$ cat config.mk
export PLATFORM = sky130hd
export DESIGN_NAME = fsg_guard
export DESIGN_NICKNAME = d
export VERILOG_FILES = /design/src/rtl/fsg_pkg.sv /design/src/rtl/fsg_guard.sv
export SDC_FILE = /design/constraint.sdc
export NUM_CORES = 2
export LEC_CHECK = 0
export BUFFER_PORTS_ARGS = -buffer_cell sky130_fd_sc_hd__buf_2
export CORE_MARGIN = 4
export CORE_UTILIZATION = 50
export DETAILED_ROUTE_END_ITERATION = 16
export PLACE_DENSITY = 0.67
export SLEW_MARGIN = 25
export SYNTH_ARGS = -nofsm -noshare
export SYNTH_HDL_FRONTEND = slang
export SYNTH_SLANG_ARGS = --single-unit
$ cat constraint.sdc
create_clock -name clock -period 3.4 [get_ports clock]
set_input_delay 0.17 -clock clock [delete_from_list [all_inputs] [get_ports clock]]
set_output_delay 0.17 -clock clock [all_outputs]
set_load 0.02 [all_outputs]
$ cat src/rtl/fsg_pkg.sv
// Package of constants and carrier types for the flash section guard.
package fsg_pkg;

    // Flash word map, 128K variant.
    localparam logic [16:0] FLASH_TABLE_START = 17'h0f000;
    localparam logic [16:0] FLASH_BOOT_START  = 17'h10000;
    localparam logic [16:0] FLASH_BOOT_END    = 17'h10fff;
    localparam int          FLASH_WORD_BITS   = 16;

    // Data-space byte map.
    localparam logic [15:0] DATA_IO_END       = 16'h0fff;
    localparam logic [15:0] DATA_EE_START     = 16'h1000;
    localparam logic [15:0] DATA_SRAM_START   = 16'h2000;
    localparam logic [7:0]  DATA_GAP_READ     = 8'hff;

    // Lock field layout: bit 0 blocks writes, bit 1 blocks reads; zero means programmed.
    localparam int          LOCK_WR_BIT       = 0;
    localparam int          LOCK_RD_BIT       = 1;
    localparam logic [5:0]  LOCK_RESET        = 6'h3f;
    localparam int          LOCK_APP_POS      = 0;
    localparam int          LOCK_TABLE_POS    = 2;
    localparam int          LOCK_BOOT_POS     = 4;

    // Fuse layout.
    localparam logic [7:0]  FUSE_RESET        = 8'hff;
    localparam int          FUSE_BOD_BIT      = 0;
    localparam int          FUSE_WDT_BIT      = 1;
    localparam int          FUSE_STARTUP_POS  = 2;

    // Signature row layout.
    localparam logic [7:0]  SIG_ID0_IDX       = 8'h00;
    localparam logic [7:0]  SIG_ID1_IDX       = 8'h01;
    localparam logic [7:0]  SIG_ID2_IDX       = 8'h02;
    localparam logic [7:0]  SIG_CAL_IDX       = 8'h04;
    localparam logic [7:0]  SIG_SERIAL_IDX    = 8'h08;
    localparam int          SIG_CAL_LOADS     = 2;

    typedef enum logic [1:0] {
        SEC_APP   = 2'b00,
        SEC_TABLE = 2'b01,
        SEC_BOOT  = 2'b10
    } fsg_section_t;

    typedef enum logic [1:0] {
        DSEL_IO   = 2'b00,
        DSEL_EE   = 2'b01,
        DSEL_SRAM = 2'b10,
        DSEL_NONE = 2'b11
    } fsg_dsel_t;

    typedef enum logic [1:0] {
        ST_CAL    = 2'b00,
        ST_RUN    = 2'b01,
        ST_ERASE  = 2'b10,
        ST_UNLOCK = 2'b11
    } fsg_state_t;

    // One flash request from either master.
    typedef struct packed {
        logic        rd;
        logic        wr;
        logic [16:0] addr;
    } fsg_freq_t;

endpackage : fsg_pkg

$ cat src/rtl/fsg_guard.sv
// Flash section guard, lock and fuse keeper, and data-space decoder.
//
// The register addresses and the address-and-strobe port were left to the implementer.
`timescale 1ns/1ps

module fsg_guard
    import fsg_pkg::*;
#(
    parameter logic [7:0] DEV_ID0   = 8'h5a,  // Arbitrary identity value.
    parameter logic [7:0] DEV_ID1   = 8'h5b,  // Arbitrary identity value.
    parameter logic [7:0] DEV_ID2   = 8'h5c,  // Arbitrary identity value.
    parameter logic [7:0] SERIAL    = 8'h00,
    parameter logic [7:0] CAL0      = 8'h80,
    parameter logic [7:0] CAL1      = 8'h40,
    parameter int         EE_BYTES  = 2048,
    parameter int         PAGE_WRDS = 256
) (
    // Clock and reset.
    input  wire logic        clock,
    input  wire logic        rst,
    // CPU flash port.
    input  wire fsg_freq_t   cpuReq,
    input  wire logic        cpuStore,
    input  wire logic [16:0] cpuPc,
    output logic             cpuGrant,
    output logic             cpuDenied,
    // Debug port flash and configuration access.
    input  wire fsg_freq_t   dbgReq,
    output logic             dbgGrant,
    output logic             dbgDenied,
    input  wire logic        dbgFuseWr,
    input  wire logic [7:0]  dbgFuseData,
    input  wire logic        dbgLockWr,
    input  wire logic [5:0]  dbgLockData,
    input  wire logic        dbgChipErase,
    // Flash array side.
    output logic             flashErase,
    input  wire logic        flashEraseDone,
    // Software configuration access.
    input  wire logic        swLockWr,
    input  wire logic [5:0]  swLockData,
    input  wire logic        swFuseWr,
    input  wire logic [7:0]  swFuseData,
    output logic [5:0]       lockBits,
    output logic [7:0]       fuseBits,
    // Signature rows.
    input  wire logic        sigRd,
    input  wire logic        sigWr,
    input  wire logic        sigUser,
    input  wire logic [7:0]  sigAddr,
    input  wire logic [7:0]  sigWdata,
    input  wire logic        userRowErase,
    output logic [7:0]       sigRdata,
    output logic             sigWrDenied,
    // Calibration loading.
    output logic [7:0]       oscCal,
    output logic [7:0]       anaCal,
    output logic             calDone,
    // Fuse-driven configuration.
    output logic             bodEnable,
    output logic             wdtEnable,
    output logic [1:0]       startupSel,
    // Data-space decode.
    input  wire logic [15:0] dataAddr,
    input  wire logic        dataRd,
    input  wire logic        dataWr,
    input  wire logic        eeMapEn,
    output fsg_dsel_t        dataSel,
    output logic             dataWrEn,
    output logic             dataGapRead,
    output logic [7:0]       dataGapData
);

    typedef struct packed {
        fsg_state_t  state;
        logic        calIdx;
        logic [5:0]  lock;
        logic [7:0]  fuse;
        logic        cpuGrant;
        logic        cpuDenied;
        logic        dbgGrant;
        logic        dbgDenied;
        logic        erase;
        logic [7:0]  sigRdata;
        logic        sigWrDenied;
        logic [7:0]  oscCal;
        logic [7:0]  anaCal;
        logic        gapRead;
    } fsg_regs_t;

    fsg_regs_t r;
    fsg_regs_t next_r;

    // User signature row: one page of flash words, kept as bytes.
    localparam int USER_BYTES = PAGE_WRDS * (FLASH_WORD_BITS / 8);
    logic [7:0] userRow [USER_BYTES];
    logic [7:0] userIdx;

    assign userIdx = sigAddr;

    // Section of a word address; table sized to match boot.
    function automatic fsg_section_t sectionOf(input logic [16:0] a);
        if (a >= FLASH_BOOT_START) begin
            return SEC_BOOT;
        end else if (a >= FLASH_TABLE_START) begin
            return SEC_TABLE;
        end
        return SEC_APP;
    endfunction : sectionOf

    function automatic logic [1:0] lockOf(input logic [5:0] l, input fsg_section_t s);
        unique case (s)
            SEC_APP:   return l[LOCK_APP_POS +: 2];
            SEC_TABLE: return l[LOCK_TABLE_POS +: 2];
            default:   return l[LOCK_BOOT_POS +: 2];
        endcase
    endfunction : lockOf

    // Lock field zero blocks the access; a field reads one when unprogrammed.
    function automatic logic allowed(input logic [5:0] l, input fsg_freq_t q);
        logic [1:0] f;
        f = lockOf(l, sectionOf(q.addr));
        if (q.addr > FLASH_BOOT_END) begin
            return 1'b0;
        end
        return (q.rd && f[LOCK_RD_BIT]) || (q.wr && f[LOCK_WR_BIT]);
    endfunction : allowed

    function automatic logic [7:0] sigByte(input logic [7:0] a);
        unique case (a)
            SIG_ID0_IDX:        return DEV_ID0;
            SIG_ID1_IDX:        return DEV_ID1;
            SIG_ID2_IDX:        return DEV_ID2;
            SIG_CAL_IDX:        return CAL0;
            SIG_CAL_IDX + 8'h01: return CAL1;
            SIG_SERIAL_IDX:     return SERIAL;
            default:            return 8'hff;
        endcase
    endfunction : sigByte

    logic       cpuWrite;
    logic       cpuOk;

    always_comb begin
        next_r = r;
        next_r.cpuGrant    = 1'b0;
        next_r.cpuDenied   = 1'b0;
        next_r.dbgGrant    = 1'b0;
        next_r.dbgDenied   = 1'b0;
        next_r.sigWrDenied = 1'b0;
        next_r.gapRead     = 1'b0;
        // A store only counts when fetched from the boot section; the target may be in any section.
        cpuWrite = cpuReq.wr && cpuStore && (sectionOf(cpuPc) == SEC_BOOT);
        cpuOk = 1'b0;
        unique case (r.state)
            ST_CAL: begin
                // Reset-time copy of the factory calibration bytes.
                if (r.calIdx == 1'b0) begin
                    next_r.oscCal = sigByte(SIG_CAL_IDX);
                    next_r.calIdx = 1'b1;
                end else begin
                    next_r.anaCal = sigByte(SIG_CAL_IDX + 8'h01);
                    next_r.state  = ST_RUN;
                end
            end
            ST_RUN: begin
                if (cpuReq.rd || cpuReq.wr) begin
                    cpuOk = allowed(r.lock, fsg_freq_t'{rd: cpuReq.rd, wr: cpuWrite, addr: cpuReq.addr});
                    next_r.cpuGrant  = cpuOk;
                    next_r.cpuDenied = !cpuOk;
                end
                if (dbgReq.rd || dbgReq.wr) begin
                    next_r.dbgGrant  = allowed(r.lock, dbgReq);
                    next_r.dbgDenied = !allowed(r.lock, dbgReq);
                end
                // Bits may only move from one to zero, whoever writes.
                if (dbgLockWr && ((dbgLockData & ~r.lock) == 6'h00)) begin
                    next_r.lock = dbgLockData;
                end else if (swLockWr && ((swLockData & ~r.lock) == 6'h00)) begin
                    next_r.lock = swLockData;
                end
                if (dbgFuseWr) begin
                    next_r.fuse = dbgFuseData;
                end
                if (sigRd) begin
                    next_r.sigRdata = sigUser ? userRow[userIdx] : sigByte(sigAddr);
                end
                next_r.sigWrDenied = sigWr && !sigUser;
                if (dbgChipErase) begin
                    next_r.erase = 1'b1;
                    next_r.state = ST_ERASE;
                end
            end
            ST_ERASE: begin
                // Locks stay in force until the array reports it is blank.
                if (flashEraseDone) begin
                    next_r.erase = 1'b0;
                    next_r.state = ST_UNLOCK;
                end
            end
            ST_UNLOCK: begin
                next_r.lock  = LOCK_RESET;
                next_r.state = ST_RUN;
            end
        endcase
        next_r.gapRead = dataRd && (dataSel == DSEL_NONE);
    end

    always_ff @(posedge clock or posedge rst) begin
        if (rst) begin
            r <= '{state: ST_CAL, lock: LOCK_RESET, fuse: FUSE_RESET, default: '0};
        end else begin
            r <= next_r;
        end
    end

    // The user row is erased only by its own command; chip erase never touches it.
    always_ff @(posedge clock) begin
        if (userRowErase) begin
            for (int i = 0; i < USER_BYTES; i++) begin
                userRow[i] <= 8'hff;
            end
        end else if (sigWr && sigUser && r.state == ST_RUN) begin
            userRow[userIdx] <= sigWdata;
        end
    end

    // Data-space decode depends on EE_BYTES, which sets where the mapped EEPROM range ends.
    always_comb begin
        if (dataAddr <= DATA_IO_END) begin
            dataSel = DSEL_IO;
        end else if (dataAddr >= DATA_SRAM_START) begin
            dataSel = DSEL_SRAM;
        end else if (eeMapEn && dataAddr < DATA_EE_START + 16'(EE_BYTES)) begin
            dataSel = DSEL_EE;
        end else begin
            dataSel = DSEL_NONE;
        end
    end

    assign dataWrEn    = dataWr && (dataSel != DSEL_NONE);
    assign dataGapRead = r.gapRead;
    assign dataGapData = DATA_GAP_READ;

    assign cpuGrant    = r.cpuGrant;
    assign cpuDenied   = r.cpuDenied;
    assign dbgGrant    = r.dbgGrant;
    assign dbgDenied   = r.dbgDenied;
    assign flashErase  = r.erase;
    assign lockBits    = r.lock;
    assign fuseBits    = r.fuse;
    assign sigRdata    = r.sigRdata;
    assign sigWrDenied = r.sigWrDenied;
    assign oscCal      = r.oscCal;
    assign anaCal      = r.anaCal;
    assign calDone     = (r.state != ST_CAL);
    // Programmed fuse bits are zero, so the enables are the inverse.
    assign bodEnable   = !r.fuse[FUSE_BOD_BIT];
    assign wdtEnable   = !r.fuse[FUSE_WDT_BIT];
    assign startupSel  = r.fuse[FUSE_STARTUP_POS +: 2];

    // Software fuse writes are accepted on the port but have no effect.
    logic unusedSwFuse;
    assign unusedSwFuse = swFuseWr ^ (^swFuseData);

endmodule : fsg_guard

==> summary.md <==
| Metric | Value |
|---|---|
| Crit Path Class | reg2reg |
| Layout Nets | 6811 |
| Routability cong. | 0.9242 |
| Core ar. | 0.1952 mm² |
| Global-route wire length before repair | 406.3 mm |
| DR WL/cell | 28.95 µm |
| Syn Area/Cell | 14.87 µm² |
| Setup WS post-layout | 83.04 ps |
| DR vias/cell | 6.422 |
| Share of synthesized registers carrying an async set or reset | 0.01633 |
| Post-synthesis sequential area ratio | 0.6349 |
| Outcome | completed |
| Layout Skew | 44.02 ps |
| Grt total ovfl | 0 |
| Top sig layer | met4 |
| Crit path capture | userRow[53][4] |
| Layout cells sized above 1 | 0.2544 |
| Drt first pass iters | 6 |
| Cell Count Post-Placement | 9032 |
| Critical Path RT | 3870 ps |
| Layout fillers | 14911 |
| Worst setup EP type | flip-flop |
| Slew Limit Fails | 0 |
| Initial core utilization | 0.5032 |
| Sequential Power Share | 0.510 |
| Met2 wire len | 128.4 mm |
| Multi-input gate area | 0.03204 mm² |
| CTS buffer count | 212 |
| Pin count of the biggest net entering global routing | 146 |
| Critical Path AT | 3780 ps |
| Logic gate share of total power | 0.083 |
| WL final | 274.7 mm |
| Die Area | 0.2036 mm² |
| Final HPWL DP | 169.4 mm |
| First DRT Iteration DRCs | 8071 |
| Dpl ws | 75.05 ps |
| Fin crit period | 3317 ps |
| IO Port Bufs | 109 |
| Synth area leaders | edfxtp_1 (63%), or3_1 (12%), mux4_2 (12%) |
| # DRC | 0 |
| Synth top area share | 0.6261 |
| Power per cell area | 503.9 mW/mm² |
| Slowest cell delay on critical path | 890 ps |
| Chip height | 451.2 µm |
| Final Hold Violating Endpoints | 0 |
| CTS tree | built |
| Clock Sinks | 2082 |
| Setup violations, final | 0 |
| Worst R2R End | userRow[53][4] |
| Top Ports | 192 |
| Critical-path cell list | inv_1 > ha_1 > nand2_1 > nor3b_4 > buf_4 > nand2_4 > o21bai_1 |
| Reg-to-reg critical path startpoint | r[47] |
| Flops & latches, synth | 2082 |
| Post-Syn Area | 0.09823 mm² |
| Tightest Pin Transition | 1165 ps |
| M1 WL | 108.5 mm |
| Slew Limit Headroom | 0.2233 |
| Clock Tree Buf Depth | 3 |
| Horiz. Die Dim | 451.2 µm |
| FF-to-FF path depth | 7 |
| Max VDD drop | 632.1 µV |
| FF-to-FF setup slack | 80 ps |
| Fin crit share | 0.9756 |
| Buf+Inv Stages, Crit Path | 2 |
| Met3 WL post-DR | 26.69 mm |
| Area Overhead vs Synth | 13.17% |
| Register Area | 0.06237 mm² |
| Setup TNS Final | 0 ps |
| Largest fanout on the critical path | 20 |
| Total number of vias | 60921 |
| Worst setup path startpoint | r[47] |
| Clock share of power | 0.407 |
| Post-route ant nets | 0 |
| Fmax | 0.3015 GHz |
| CTS clk-pin slew, worst paths | 60 ps |
| P_leak | 27.64 nW |
| Clock latency on the worst-skew pair | 860 ps |
| GRT Util Overall | 0.2675 |
| Vias in the first global route | 59054 |
| Final cell count without fillers | 9487 |
| Rows | 162 |
| Clk root buf | clkbuf_16 |
| Cells after Synth | 6605 |
| Sw Ratio | 0.2364 |
| Area leader, netlist | edfxtp_1 |
| Slowest CP cell | o21bai_1 |
| Maxcap violations | 0 |
| EDFF count, synth | 2048 |
| Critical path's top delay family | compound AO/OA/AOI/OAI gates |
| Internal Power | 42.78 mW |
| Unrepaired setup endpoints after global routing | false |
| Worst Setup Start Kind | flip-flop |
| Ys flop type | edfxtp_1 |
| Htree depth | 4 |
| Sw power | 13.24 mW |
| Initial antenna violation count | 13 |
| Type of the tightest min-delay check | in2async |
| Synth cell types | 70 |
| Synth warn | 0 |
| Levels on crit path | 7 |
[per-stage QoR]
step | power [mW] | hold WS, ps | area (µm²) | utilization
detailed placement | 33.43 | 395.0 | 103900 | 0.5321
global route | 57.65 | 67.03 | 111100 | 0.5694
CTS | 56.19 | 19.44 | 111100 | 0.5691
floorplan | 31.69 | 275.6 | 98300 | -
global placement | 33.37 | 388.9 | 103900 | 0.5321
finish | 56.02 | 93.44 | 111200 | 0.5695
[cells by family after synthesis]
logic type | Yosys count | synth area share
compound gates | 498 | 0.03635
fa+ha+maj | 6 | 0.0007388
buf+inv | 959 | 0.04286
flops | 2082 | 0.6349
mux | 724 | 0.1402
other cells | 2 | 0.00007646
simple gates | 2334 | 0.1448
[synth_stat cells (34+ instances only)]
cell type,instances
o21ai_0,40
clkbuf_1,749
mux2_2,34
or3_1,1907
nor2_1,48
or2_2,113
o21bai_1,238
a22oi_1,78
mux4_2,518
a21oi_1,39
nand2_1,96
edfxtp_1,2048
mux2i_1,172
buf_2,50
nand2b_1,64
buf_4,86
[metal layers]
layer | vias to the layer above | track usage
li1 | 25956 | -
met1 | 31225 | 0.3830
met2 | 3217 | 0.4123
met3 | 523 | 0.04871
met4 | 0 | 0.1001
met5 | - | 0.001184
[what timing repair did]
| item | CTS | global route |
|---|---|---|
| hold endpoints to repair | 72 | 25 |
| endpoints found under the setup margin | 0 | 28 |
| hold buffers | 51 | 1 |
| resized for setup | 0 | 2 |
| setup buffers | 0 | 0 |
[flip-flops by register name, summed over array words and instances, names as in the netlist]
name / flops
dbgDenied: 1
cpuGrant: 1
sigWrDenied: 1
dataGapRead: 1
oscCal: 1
anaCal: 1
flashErase: 1
cpuDenied: 1
dbgGrant: 1
sigRdata: 8
fuseBits: 8
r: 3
lockBits: 6
userRow: 2048
[layout by cell type (no fill, tap or decap), drive strengths merged, types with 50 or more instances in the layout]
cell type and n:
a22oi 78, nand2 96, clkbuf 283, buf 716, mux4 518, or2 113
edfxtp 2048, nand2b 64, clkinv 95, or3 1907, dlygate4sd3 52, mux2i 172
nor2 50, o21bai 238
[tightest hold or removal path: stages]
cell and delay [ps]:
dlygate4sd3_1 550, buf_2 130, inv_2 640
[power by group through the flow]
stage | clock [mW] | combinational, mW | sequential (mW)
4_1_cts | 23.0 | 4.59 | 28.6
6_report | 22.8 | 4.64 | 28.6
5_1_grt | 24.2 | 4.92 | 28.6
3_5_place_dp | 0 | 4.33 | 29.1
2_1_floorplan | 0 | 2.69 | 29.0
3_3_place_gp | 0 | 4.28 | 29.1
[final cells by class]
| cell class | count | area share |
|---|---|---|
| multi-input cells | 3584 | 0.2883 |
| repair buffers | 777 | 0.05983 |
| diodes | 11 | 0.0002476 |
| flip-flops and latches | 2082 | 0.5610 |
| clock inverters | 117 | 0.009646 |
| well taps | 2624 | 0.02953 |
| inverters | 18 | 0.0006190 |
| clock buffers | 274 | 0.05082 |
[worst min-delay path by stage]
| stage | start | endpoint | slack, ps |
|---|---|---|---|
| final | rst | dataGapRead | 90 |
| after global routing | sigRd | sigRdata[1] | 70 |
| after CTS | sigAddr[6] | sigRdata[2] | 20 |
| after detailed placement | dataRd | dataGapRead | 400 |
| after global placement | dataRd | dataGapRead | 390 |
| after floorplan | cpuReq[16] | cpuDenied | 280 |
No activity file was read; power rests on OpenSTA's default activity.
